**src/tocr_consts.svh**
```systemverilog
`ifndef TOCR_CONSTS_SVH
`define TOCR_CONSTS_SVH
// Register map, byte addresses
`define TOCR_ADDR_OPT 12'h008
`define TOCR_ADDR_STAT 12'h00c
`define TOCR_OPT_RESET 16'h0000
// Option register fields
`define TOCR_B_EXT_TEST 15
`define TOCR_B_INHIBIT_TEST 14
`define TOCR_B_VEC_OVR 13
`define TOCR_B_WIDE_CW 12
`define TOCR_B_BCAST_MASK 11
`define TOCR_B_RETRY_LEGACY 10
`define TOCR_B_RETRY_SSET 9
`define TOCR_B_RETRY1_BUS 8
`define TOCR_B_RETRY2_BUS 7
// Mode codes
`define TOCR_MC_TX_TEST 5'h13
`define TOCR_MC_TX_VEC 5'h10
`define TOCR_MC_RSV_LO 5'h16
`define TOCR_TEST_FIXED_ADDR 16'h0123
// Controller control word
`define TOCR_CW_LEGACY_MASK 16'h00e7
`define TOCR_CW_WIDE_MASK 16'h7fff
`define TOCR_CW_BCAST 5
`define TOCR_CW_LEGACY 3
// Returned status word
`define TOCR_SW_CHECKED 16'h070f
`define TOCR_SW_BCAST 4
`define TOCR_SW_MSGERR 10
`endif

```
**src/tocr_pkg.sv**
```systemverilog
package tocr_pkg;
  typedef logic [15:0] tocr_word_t;
  typedef enum logic [2:0] {
    TOCR_SRC_NONE = 3'b001,
    TOCR_SRC_INTERNAL = 3'b010,
    TOCR_SRC_RAM = 3'b100
  } tocr_src_e;
endpackage

```
**src/tocr_opt_if.sv**
```systemverilog
`timescale 1ns/1ns
`default_nettype none
interface tocr_opt_if;
  import tocr_pkg::*;
  // Option bits already gated by enhanced operation
  tocr_word_t eff;
  modport src (output eff);
  modport dst (input eff);
endinterface
`default_nettype wire

```
**src/tocr_rt_reply.sv**
```systemverilog
`timescale 1ns/1ns
`default_nettype none
`include "tocr_consts.svh"
module tocr_rt_reply
  import tocr_pkg::*;
(
  tocr_opt_if.dst opt,
  input wire logic tx,
  input wire logic [4:0] mode_code,
  input wire logic per_modecode_handling,
  input wire logic host_busy_n,
  input wire logic busy_table_enable,
  input wire logic busy_table_bit,
  input wire logic [15:0] lut_ptr,
  output logic busy,
  output logic handled,
  output logic send_data,
  output tocr_src_e src,
  output logic [15:0] ram_addr
);
  logic is_test;
  logic is_vec;

  always_comb begin
    busy = ~host_busy_n | (busy_table_enable & busy_table_bit); // RL5
    is_test = tx && (mode_code == `TOCR_MC_TX_TEST);
    is_vec = tx && (mode_code == `TOCR_MC_TX_VEC ||
      mode_code >= `TOCR_MC_RSV_LO);
    handled = is_test | is_vec;
    send_data = 1'b0;
    src = TOCR_SRC_NONE;
    ram_addr = lut_ptr;
    if (is_test) begin
      send_data = ~(busy & opt.eff[`TOCR_B_INHIBIT_TEST]); // RL6 RL7
      if (opt.eff[`TOCR_B_EXT_TEST]) begin
        src = TOCR_SRC_RAM; // RL2
        if (per_modecode_handling) begin
          ram_addr = `TOCR_TEST_FIXED_ADDR; // RL4
        end
      end else begin
        src = TOCR_SRC_INTERNAL; // RL2
      end
    end else if (is_vec) begin
      send_data = ~(busy & ~opt.eff[`TOCR_B_VEC_OVR]); // RL8 RL9
      src = TOCR_SRC_RAM; // RL3
    end
    if (!send_data) begin
      src = TOCR_SRC_NONE;
    end
  end
endmodule // tocr_rt_reply
`default_nettype wire

```
**src/tocr_bc_eval.sv**
```systemverilog
`timescale 1ns/1ns
`default_nettype none
`include "tocr_consts.svh"
module tocr_bc_eval
  import tocr_pkg::*;
(
  tocr_opt_if.dst opt,
  input wire logic [15:0] ctrl_word,
  input wire logic [15:0] status_word,
  input wire logic no_response,
  input wire logic format_error,
  input wire logic [1:0] attempt,
  output logic [15:0] ctrl_eff,
  output logic status_set,
  output logic retry,
  output logic retry_alt_bus
);
  logic [15:0] mask;
  logic bcast_hit;
  logic legacy_err;

  always_comb begin
    ctrl_eff = ctrl_word & (opt.eff[`TOCR_B_WIDE_CW] ?
      `TOCR_CW_WIDE_MASK : `TOCR_CW_LEGACY_MASK); // RL10
    // Mask bits are zero unless the wide word is active
    mask = {5'h00, ctrl_eff[14:12], 4'h0, ctrl_eff[11:8]}; // RL18
    if (opt.eff[`TOCR_B_BCAST_MASK]) begin
      bcast_hit = ~ctrl_eff[`TOCR_CW_BCAST] &
        status_word[`TOCR_SW_BCAST]; // RL12
    end else begin
      bcast_hit = ctrl_eff[`TOCR_CW_BCAST] ^
        status_word[`TOCR_SW_BCAST]; // RL11
    end
    status_set = |(status_word & `TOCR_SW_CHECKED & ~mask) |
      bcast_hit; // RL17
    legacy_err = opt.eff[`TOCR_B_RETRY_LEGACY] &
      ctrl_eff[`TOCR_CW_LEGACY] & status_word[`TOCR_SW_MSGERR]; // RL14
    retry = no_response | format_error | legacy_err | // RL13
      (opt.eff[`TOCR_B_RETRY_SSET] & status_set); // RL15 RL16
    retry_alt_bus = (attempt == 2'h0) ? opt.eff[`TOCR_B_RETRY1_BUS] :
      opt.eff[`TOCR_B_RETRY2_BUS]; // RL19
  end
endmodule // tocr_bc_eval
`default_nettype wire

```
**src/tocr_top.sv**
```systemverilog
// Overview of operation
// RL1 - All option functions need enhanced operation enabled first.
// RL2 - Test word comes from internal register, or shared RAM when bit 15 set.
// RL3 - External test word without per-mode-code handling uses lookup pointer.
// RL4 - External test word with per-mode-code handling reads fixed address 0123.
// RL5 - Busy when host busy is low or busy table enabled with bit set.
// RL6 - Bit 14 clear and busy: busy status then test word.
// RL7 - Bit 14 set and busy: busy status and no data word.
// RL8 - Bit 13 clear and busy: vector or reserved codes get status only.
// RL9 - Bit 13 set and busy: vector or reserved codes get one data word.
// RL10 - Controller word limited to bits 7,6,5,2,1,0 unless wide enabled.
// RL11 - Bit 11 clear: broadcast mask flips expected broadcast status to one.
// RL12 - Bit 11 set: broadcast bit counts only when mask bit is zero.
// RL13 - Bit 10 clear: retry only on timeout or format errors.
// RL14 - Bit 10 set: also retry on legacy select with message error.
// RL15 - Bit 9 clear: set status bits cause no retry, bar legacy case.
// RL16 - Bit 9 set: retry any message with a status-set condition.
// RL17 - Bit 12 clear: all eight non-reserved status bits are checked.
// RL18 - Wide word: only status bits with zero mask bits count.
// RL19 - Bit 8 picks first retry bus, bit 7 second; one is alternate.
// RL20 - Host keeps the three low test-mode bits at zero.
// RL21 - All sixteen bits are stored on write and read back.
//
// Design decision made here: the APB interface to the registers.
`timescale 1ns/1ns
`default_nettype none
`include "tocr_consts.svh"
module tocr_top
  import tocr_pkg::*;
#(
  parameter int ADDR_W = 12
) (
  input wire logic clk_sys,
  input wire logic rst_n,
  input wire logic [ADDR_W-1:0] paddr,
  input wire logic psel,
  input wire logic penable,
  input wire logic pwrite,
  input wire logic [31:0] pwdata,
  input wire logic [3:0] pstrb,
  output logic [31:0] prdata,
  output logic pready,
  output logic pslverr,
  input wire logic enhanced_enable,
  input wire logic per_modecode_handling,
  input wire logic host_busy_n,
  input wire logic busy_table_enable,
  input wire logic busy_table_bit,
  input wire logic rt_req,
  input wire logic rt_tx,
  input wire logic [4:0] rt_mode_code,
  input wire logic [15:0] rt_lut_ptr,
  output logic rt_ack,
  output logic rt_busy,
  output logic rt_handled,
  output logic rt_send_data,
  output logic rt_data_from_ram,
  output logic rt_data_internal,
  output logic [15:0] rt_data_addr,
  input wire logic bc_req,
  input wire logic [15:0] bc_ctrl_word,
  input wire logic [15:0] bc_status_word,
  input wire logic bc_no_response,
  input wire logic bc_format_error,
  input wire logic [1:0] bc_attempt,
  output logic bc_ack,
  output logic [15:0] bc_ctrl_eff,
  output logic bc_status_set,
  output logic bc_retry,
  output logic bc_retry_alt_bus
);

  //////////////////////////////////////////////////////////////////////////
  // Declarations

  tocr_word_t opt_r;
  logic [7:0] retry_cnt_r;
  logic [7:0] retry_cnt_nxt;
  logic [31:0] rdata_nxt;
  logic hit_opt;
  logic hit_stat;
  logic access;
  logic commit;
  logic [15:0] stat_word;
  logic w_busy;
  logic w_handled;
  logic w_send;
  tocr_src_e w_src;
  logic [15:0] w_addr;
  logic [15:0] w_ctrl_eff;
  logic w_sset;
  logic w_retry;
  logic w_alt;

  tocr_opt_if opt_bus ();

  //////////////////////////////////////////////////////////////////////////
  // Option gating

  // Stored bits stay readable; they only act in enhanced operation
  assign opt_bus.eff = enhanced_enable ? opt_r : 16'h0000; // RL1

  //////////////////////////////////////////////////////////////////////////
  // APB slave, one wait state

  assign hit_opt = (paddr == `TOCR_ADDR_OPT);
  assign hit_stat = (paddr == `TOCR_ADDR_STAT);
  assign access = psel & penable;
  assign commit = access & pready;

  always_ff @(posedge clk_sys) begin
    if (!rst_n) begin
      pready <= 1'b0;
    end else begin
      pready <= access & ~pready;
    end
  end

  always_ff @(posedge clk_sys) begin
    if (!rst_n) begin
      pslverr <= 1'b0;
    end else if (access && !pready) begin
      pslverr <= ~(hit_opt | (hit_stat & ~pwrite));
    end else begin
      pslverr <= 1'b0;
    end
  end

  always_comb begin
    rdata_nxt = 32'h0000_0000;
    if (hit_opt) begin
      rdata_nxt = {16'h0000, opt_r}; // RL21
    end else if (hit_stat) begin
      rdata_nxt = {16'h0000, stat_word};
    end
  end

  always_ff @(posedge clk_sys) begin
    if (!rst_n) begin
      prdata <= 32'h0000_0000;
    end else if (access && !pready && !pwrite) begin
      prdata <= rdata_nxt;
    end else begin
      prdata <= 32'h0000_0000;
    end
  end

  //////////////////////////////////////////////////////////////////////////
  // Option register

  always_ff @(posedge clk_sys) begin
    if (!rst_n) begin
      opt_r <= `TOCR_OPT_RESET;
    end else if (commit && pwrite && hit_opt) begin
      if (pstrb[0]) begin
        opt_r[7:0] <= pwdata[7:0]; // RL21
      end
      if (pstrb[1]) begin
        opt_r[15:8] <= pwdata[15:8]; // RL21
      end
    end
  end

  //////////////////////////////////////////////////////////////////////////
  // Status word

  assign stat_word = {retry_cnt_r, 1'b0, opt_bus.eff[`TOCR_B_WIDE_CW],
    enhanced_enable, bc_retry_alt_bus, bc_retry, bc_status_set,
    rt_send_data, rt_busy};

  always_comb begin
    retry_cnt_nxt = retry_cnt_r;
    if (bc_req && w_retry && retry_cnt_r != 8'hff) begin
      retry_cnt_nxt = retry_cnt_r + 8'h01;
    end
  end

  // Saturating count of retry decisions, cleared by any option write
  always_ff @(posedge clk_sys) begin
    if (!rst_n) begin
      retry_cnt_r <= 8'h00;
    end else if (commit && pwrite && hit_opt) begin
      retry_cnt_r <= 8'h00;
    end else begin
      retry_cnt_r <= retry_cnt_nxt;
    end
  end

  //////////////////////////////////////////////////////////////////////////
  // Remote terminal reply decision

  tocr_rt_reply u_rt (
    .opt(opt_bus),
    .tx(rt_tx),
    .mode_code(rt_mode_code),
    .per_modecode_handling(per_modecode_handling),
    .host_busy_n(host_busy_n),
    .busy_table_enable(busy_table_enable),
    .busy_table_bit(busy_table_bit),
    .lut_ptr(rt_lut_ptr),
    .busy(w_busy),
    .handled(w_handled),
    .send_data(w_send),
    .src(w_src),
    .ram_addr(w_addr)
  );

  always_ff @(posedge clk_sys) begin
    if (!rst_n) begin
      rt_ack <= 1'b0;
    end else begin
      rt_ack <= rt_req;
    end
  end

  // Answer held until the next request
  always_ff @(posedge clk_sys) begin
    if (!rst_n) begin
      rt_busy <= 1'b0;
      rt_handled <= 1'b0;
      rt_send_data <= 1'b0;
      rt_data_from_ram <= 1'b0;
      rt_data_internal <= 1'b0;
      rt_data_addr <= 16'h0000;
    end else if (rt_req) begin
      rt_busy <= w_busy; // RL5
      rt_handled <= w_handled;
      rt_send_data <= w_send; // RL7 RL9
      rt_data_from_ram <= (w_src == TOCR_SRC_RAM); // RL2
      rt_data_internal <= (w_src == TOCR_SRC_INTERNAL); // RL2
      rt_data_addr <= (w_src == TOCR_SRC_RAM) ? w_addr : 16'h0000; // RL3
    end
  end

  //////////////////////////////////////////////////////////////////////////
  // Bus controller evaluation

  tocr_bc_eval u_bc (
    .opt(opt_bus),
    .ctrl_word(bc_ctrl_word),
    .status_word(bc_status_word),
    .no_response(bc_no_response),
    .format_error(bc_format_error),
    .attempt(bc_attempt),
    .ctrl_eff(w_ctrl_eff),
    .status_set(w_sset),
    .retry(w_retry),
    .retry_alt_bus(w_alt)
  );

  always_ff @(posedge clk_sys) begin
    if (!rst_n) begin
      bc_ack <= 1'b0;
    end else begin
      bc_ack <= bc_req;
    end
  end

  always_ff @(posedge clk_sys) begin
    if (!rst_n) begin
      bc_ctrl_eff <= 16'h0000;
      bc_status_set <= 1'b0;
      bc_retry <= 1'b0;
      bc_retry_alt_bus <= 1'b0;
    end else if (bc_req) begin
      bc_ctrl_eff <= w_ctrl_eff; // RL10
      bc_status_set <= w_sset; // RL17
      bc_retry <= w_retry; // RL16
      bc_retry_alt_bus <= w_alt; // RL19
    end
  end

endmodule // tocr_top
`default_nettype wire

```
**config.mk**
```make
export PLATFORM = sky130hd
export DESIGN_NAME = tocr_top
export DESIGN_NICKNAME = d
export VERILOG_FILES = /design/src/tocr_pkg.sv /design/src/tocr_opt_if.sv /design/src/tocr_rt_reply.sv /design/src/tocr_bc_eval.sv /design/src/tocr_top.sv
export VERILOG_INCLUDE_DIRS = /design/src
export SDC_FILE = /design/constraint.sdc
export NUM_CORES = 1
export LEC_CHECK = 0
export BUFFER_PORTS_ARGS = -buffer_cell sky130_fd_sc_hd__buf_2
export CAP_MARGIN = 25
export CORE_ASPECT_RATIO = 0.75
export CORE_MARGIN = 5
export CORE_UTILIZATION = 48
export DETAILED_ROUTE_END_ITERATION = 7
export PLACE_DENSITY_LB_ADDON = 0.25
export SYNTH_ARGS = -nofsm -noshare
export SYNTH_HDL_FRONTEND = slang
export SYNTH_SLANG_ARGS = --single-unit
```
**constraint.sdc**
```tcl
create_clock -name clk_sys -period 3.1 [get_ports clk_sys]
set_input_delay 0.155 -clock clk_sys [delete_from_list [all_inputs] [get_ports clk_sys]]
set_output_delay 0.155 -clock clk_sys [all_outputs]
set_load 0.005 [all_outputs]
```
# After elaboration in Yosys (flattened, before gate mapping)
# Index checks and enable logic that the tools add are counted.
# Widths: inputs -> output; s select.
[word_totals] reg_bits=100 latch_bits=0 ram_bits=0 mem_bits_ro=0 inputBits=118 out_inout_bits=76 wordCells=95 mem_count=0
[classes] n_addsub=1 n_mul=0 div_mod_pow=0 n_lt_le_gt_ge=1 eq_ne=7 shift=0 mux=16 bitwise=32 reduce_logical=19
[op_table] cell="$mux 16" count=7
[op_table] cell="$eq 12x4->1 const B" count=2
[op_table] cell="$and 11x16->16" count=1
[op_table] cell="$and 16x16->16" count=1
[op_table] cell="$not 11->16" count=1
[op_table] cell="$reduce_or 16->1" count=1
[op_table] cell="$mux 15" count=1
[op_table] cell="$mux 3" count=4
[op_table] cell="$and 1x1->1" count=11
[op_table] cell="$eq 5x5->1 const B" count=2
[op_table] cell="$not 1->1" count=10
[op_table] cell="$add 8x1->8 const B" count=1
[op_table] cell="$logic_and 1x1->1" count=8
[op_table] cell="$ne 8x8->1 const B" count=1
[op_table] cell="$reduce_and 2->1" count=4
[op_table] cell="$or 1x1->1" count=7
[op_table] cell="$ge 5x5->1 const B" count=1
[op_table] cell="$mux 1" count=4
[op_table] cell="$eq 3x2->1 const B" count=1
[op_table] cell="$eq 3x3->1 const B" count=1
[op_table] cell="$reduce_or 3->1" count=1
[op_table] cell="$logic_not 1->1" count=2
[op_table] cell="$logic_not 2->1" count=1
[op_table] cell="$reduce_or 2->1" count=1
[op_table] cell="other kinds (2)" count=2

# Depth between registers and ports, before layout
[depth] depth_word=11 mapped_depth=9 ltp_nobuf=8

# Cells and area by module
# Synthesis repeated with hierarchy kept, for this count alone.
[hier_totals] cells_unflattened=442 area_unflattened_um2=4026.4
[by_module_without_submodules] module="tocr_top" instances=1 cells_each=370 area_per_inst_um2=3505.9 seq_area_each_um2=1681.6
[by_module_without_submodules] module="tocr_bc_eval" instances=1 cells_each=38 area_per_inst_um2=277.8 seq_area_each_um2=0.0
[by_module_without_submodules] module="tocr_rt_reply" instances=1 cells_each=34 area_per_inst_um2=242.7 seq_area_each_um2=0.0

# Least setup slack after synthesis
# Ideal clock, no wire load.
[synth_path] path_kind="register to register" from="register retry_cnt_r[2]" to="register retry_cnt_r[6]" setup_ps=121 arrival_time_ps=1476 required_ps=2979 slack_ps=1503 path_stages_with_launch=8 path_buffers=1 period_less_slack_ps=1597 path_cell_list="dfxtp_1 > and4_1 > nand2_1 > o22a_1 > o21a_1 > buf_6 > nand3_2 > mux2_4"
[synth_between] elab_chain_len=2 elab_cells_between_ends=3 cone_classes="add/sub (1); eq/ne (1); reduce/logical (1)"
[synth_rtl] item="start, declared" line="tocr_top.sv:77" rtl="logic [7:0] retry_cnt_r;"
[synth_rtl] item="start signal, assigned" line="tocr_top.sv:185" rtl="retry_cnt_r <= retry_cnt_nxt;"
[synth_rtl] item="branches (longest 2 deep; another with $add 8x1->8)"
# Several ways; the timed one is not identified.
# A chain may end at the register's enable or synchronous reset.

# Final worst setup path
[layout_path] from="register opt_r[12]" to="register retry_cnt_r[6]"
[layout_between] elab_chain_len=11 elab_cells_between_ends=14 cone_classes="mux (2); bitwise (9); reduce/logical (3)"
[layout_rtl] item="start, declared" line="tocr_top.sv:76" rtl="tocr_word_t opt_r;"
[layout_rtl] item="start signal, assigned" line="tocr_top.sv:153" rtl="opt_r <= `TOCR_OPT_RESET;"
[layout_rtl] item="start signal, assigned" line="tocr_top.sv:159" rtl="opt_r[15:8] <= pwdata[15:8];"
[layout_rtl] item="$mux 16 *" line="tocr_top.sv:101" rtl="assign opt_bus.eff = enhanced_enable ? opt_r : 16'h0000;"
[layout_rtl] item="$mux 15 (no source line) *"
[layout_rtl] item="$and 16x16->16 *" line="tocr_bc_eval.sv:23" rtl="ctrl_eff = ctrl_word & (opt.eff[`TOCR_B_WIDE_CW] ?"
[layout_rtl] item="$not 11->16" line="tocr_bc_eval.sv:34" rtl="status_set = |(status_word & `TOCR_SW_CHECKED & ~mask) |"
[layout_rtl] item="$and 11x16->16" line="tocr_bc_eval.sv:34"
[layout_rtl] item="$reduce_or 16->1" line="tocr_bc_eval.sv:34"
[layout_rtl] item="$or 1x1->1" line="tocr_bc_eval.sv:34"
[layout_rtl] item="$and 1x1->1" line="tocr_bc_eval.sv:39" rtl="(opt.eff[`TOCR_B_RETRY_SSET] & status_set);"
[layout_rtl] item="$or 1x1->1 *" line="tocr_bc_eval.sv:38" rtl="retry = no_response | format_error | legacy_err |"
[layout_rtl] item="$logic_and 1x1->1 * (2 in series)" line="tocr_top.sv:173" rtl="if (bc_req && w_retry && retry_cnt_r != 8'hff) begin"
# Mark *: on every way between the ends. The rest lies on a longest branch, timed or not.

==> run metrics <==
status finished clean; htree depth 3; Leakage 2.02 nW; pwr/cell area 458 mW/mm^2; RR Endpoint retry_cnt_r[6]; worst hold path depth 3; CTS Hold Bufs 11; Main synth FF type dfxtp_1; row count 27; cells after synthesis ~390; crit end category flip-flop; Top Ports 194; Fin. Hold Viols 0; Avg Cell Area, Syn 9.07 sq um; maximum VDD drop 0.270 mV; first-pass GRT wire length 15.1 mm; Core ar. 0.00723 sq mm; Nets 661; synthesized flop and latch total 83; total grt overflow 0; highest routed layer met4; critical path launch point type flip-flop; Tmin final around 2.0 ns; GPL Wtd Cong between 0.8 and 0.9; worst hold path type in -> reg; slack of the critical path 1.07 ns; kind of critical path reg -> reg; Final Setup Violations 0; hold endpoint bc_ctrl_eff[0]; Period Utilization, post-route between 60% and 70%; total negative setup slack 0 ns; max-cap violations 0; TritonCTS clock tree built; synthesis-to-layout area growth 29.5%; via count 3306; Chip Height 84.2 um; average wire per standard cell approximately 15 um; drt via density between 5 and 6; Worst-path clk slew 0.09 ns; met1 wire length 4.21 mm; Reg2Reg Launch Point opt_r[12]; largest net degree at the start of global routing 38; total power 2.09 mW; number of flops mapped to enable cells by yosys 0; DR iter-0 viols 180; Synth area leaders dfxtp_1 47%, a21oi_1 4.7%, buf_4 4.7%; Layout fillers 679; RSZ-0062 raised after global routing no; Worst Hold Launch bc_ctrl_word[0]; YS warnings 0; post-detailed-routing wire length ~9.6 mm; antenna cells 0; sequential share of the synthesized area 47.2%; Reg2Reg Setup Slack 1.07 ns; Worst Path Max Fanout 11; Synth top area share between 40% and 50%; post-CTS setup buffer count 0; Final ANT Viol Nets 0; Max Fclk 0.491 GHz; Slew Viols, Final 0; placed cell count 619; reg2reg path depth 6; Total GRT Usage 20.7%; Layout Cells excl Fill 647; vias in the first global route 3206; crit path DAT between 2 and 2.5 ns; Num CTS Buffers 9; Slew @ Worst Pin 0.563 ns; fraction of layout cells with a size suffix above 1 33.5%; synth unique cells 52; met2 routed WL 4.37 mm; post-cts sizing count 0; Die Footprint 0.00917 sq mm; area leader, netlist dfxtp_1; met3 wire len 853 um; Post-synth ARST share 0%; Slew headroom a little over three fifths; Setup Skew 0.00978 ns; DR DRC count 0; Die X 109 um; fin util 63.1%; Root Buffer clkbuf_8; Worst EP required 3.35 ns; first drt pass iteration count 5; Clock Sinks 83; IO Port Bufs 149; clk buf depth 2; Starting Density 48.7%; Cell Area, Synth ~0.0035 sq mm; worst-skew pair later-pin latency 0.36 ns; DPL Wire Length 6.95 mm; pre-CTS setup slack 0.961 ns; initial antenna violation count 0
## layout make-up
type                            instances  area (sq um)  area share [%]
Multi-Input combinational cell        277          1660            36.5
Clock inverter                          7          82.6            1.81
Timing Repair Buffer                  162           871            19.1
Tap cell                              101           126            2.77
Sequential cell                        83          1660            36.4
Clock buffer                            9           124            2.72
Inverter                                8          30.0           0.659
## critical path: stages, from the launching register on
cell and delay, ns:
dfxtp_1 0.40, and2_1 0.44, a21oi_1 0.11, or2_0 0.24, o21a_1 0.31, nand3_2 0.14
mux2_4 0.29
## sequential cells by signal, indices dropped and copies added (netlist names), 8 cells and up
name	count
bc_ctrl_eff	15
opt_r	16
prdata	16
retry_cnt_r	8
rt_data_addr	16
## worst max path at each step
stage / start / endpoint / cells past startpoint
final: opt_r[12] / retry_cnt_r[6] / 6
after global routing: opt_r[12] / retry_cnt_r[6] / 6
after CTS: opt_r[12] / retry_cnt_r[6] / 6
after detailed placement: bc_req / retry_cnt_r[6] / 7
after global placement: bc_req / retry_cnt_r[6] / 7
after floorplan: retry_cnt_r[2] / retry_cnt_r[6] / 7
## cells by family (layout without fill, tap and decap cells)
| family | Yosys count | count (layout) | share of synthesized area (%) |
|---|---|---|---|
| AOI/OAI and AO/OA | 87 | 87 | 16.8 |
| xor gates and xnor gates | 2 | 2 | 0.498 |
| adders and majority gates | 2 | 2 | 0.711 |
| buffers and inverters | 44 | 186 | 7.25 |
| DFF | 83 | 83 | 47.2 |
| muxes | 12 | 12 | 3.55 |
| other | 1 | 17 | 0.107 |
| and+or+nand+nor | 157 | 157 | 23.9 |
## cell usage after synthesis, types with 3 or more instances
| cell | count |
|---|---|
| nand2_1 | 36 |
| clkbuf_1 | 10 |
| a22o_1 | 12 |
| o21ai_0 | 6 |
| nor3_1 | 3 |
| nand3_1 | 31 |
| buf_1 | 3 |
| dfxtp_1 | 83 |
| nand4_1 | 4 |
| nor2_4 | 3 |
| a21oi_1 | 33 |
| buf_4 | 22 |
| a211oi_1 | 3 |
| mux2i_1 | 11 |
| nand2b_1 | 11 |
| nor2b_1 | 6 |
| inv_1 | 8 |
| nor2_1 | 42 |
| o21a_1 | 4 |
| a22oi_1 | 15 |
| and2_1 | 3 |
## power by group
part	switching, mW	internal, mW	total [mW]
Sequential	0.0112	1.08	1.09
Clock	0.422	0.384	0.807
Combinational	0.0972	0.0913	0.188
## per-stage QoR
stage / hold slack (ns) / instance area [sq um]
2_1_floorplan: 0.281 / 3580
3_3_place_gp: 0.365 / 4240
3_5_place_dp: 0.369 / 4240
4_1_cts: 0.0220 / 4550
5_1_grt: 0.0178 / 4560
6_report: 0.0292 / 4560
## routing by layer
metal  vias to the layer above  track usage, %
met5                         -               0
met4                         0            5.96
met3                        15            6.99
met2                       137            32.7
met1                      1526            26.9
li1                       1628               -
## cell usage in the layout (no fill, tap or decap), drive strengths merged, types with 2 or more instances in the layout
| master | n |
|---|---|
| and2 | 4 |
| dfxtp | 83 |
| or2b | 2 |
| nor3 | 4 |
| nor2b | 7 |
| conb | 17 |
| a21oi | 33 |
| o21a | 4 |
| a31o | 2 |
| nand2b | 11 |
| nand4 | 6 |
| clkinvlp | 2 |
| mux2i | 11 |
| a31oi | 2 |
| a22oi | 15 |
| nand2 | 36 |
| o211ai | 2 |
| inv | 11 |
| a211oi | 3 |
| dlygate4sd3 | 11 |
| nand3 | 33 |
| nor2 | 46 |
| o21ai | 8 |
| nor4 | 2 |
| ha | 2 |
| a22o | 12 |
| and4 | 2 |
| clkbuf | 9 |
| buf | 151 |
Note: power is estimated with default switching activity, not from simulation.
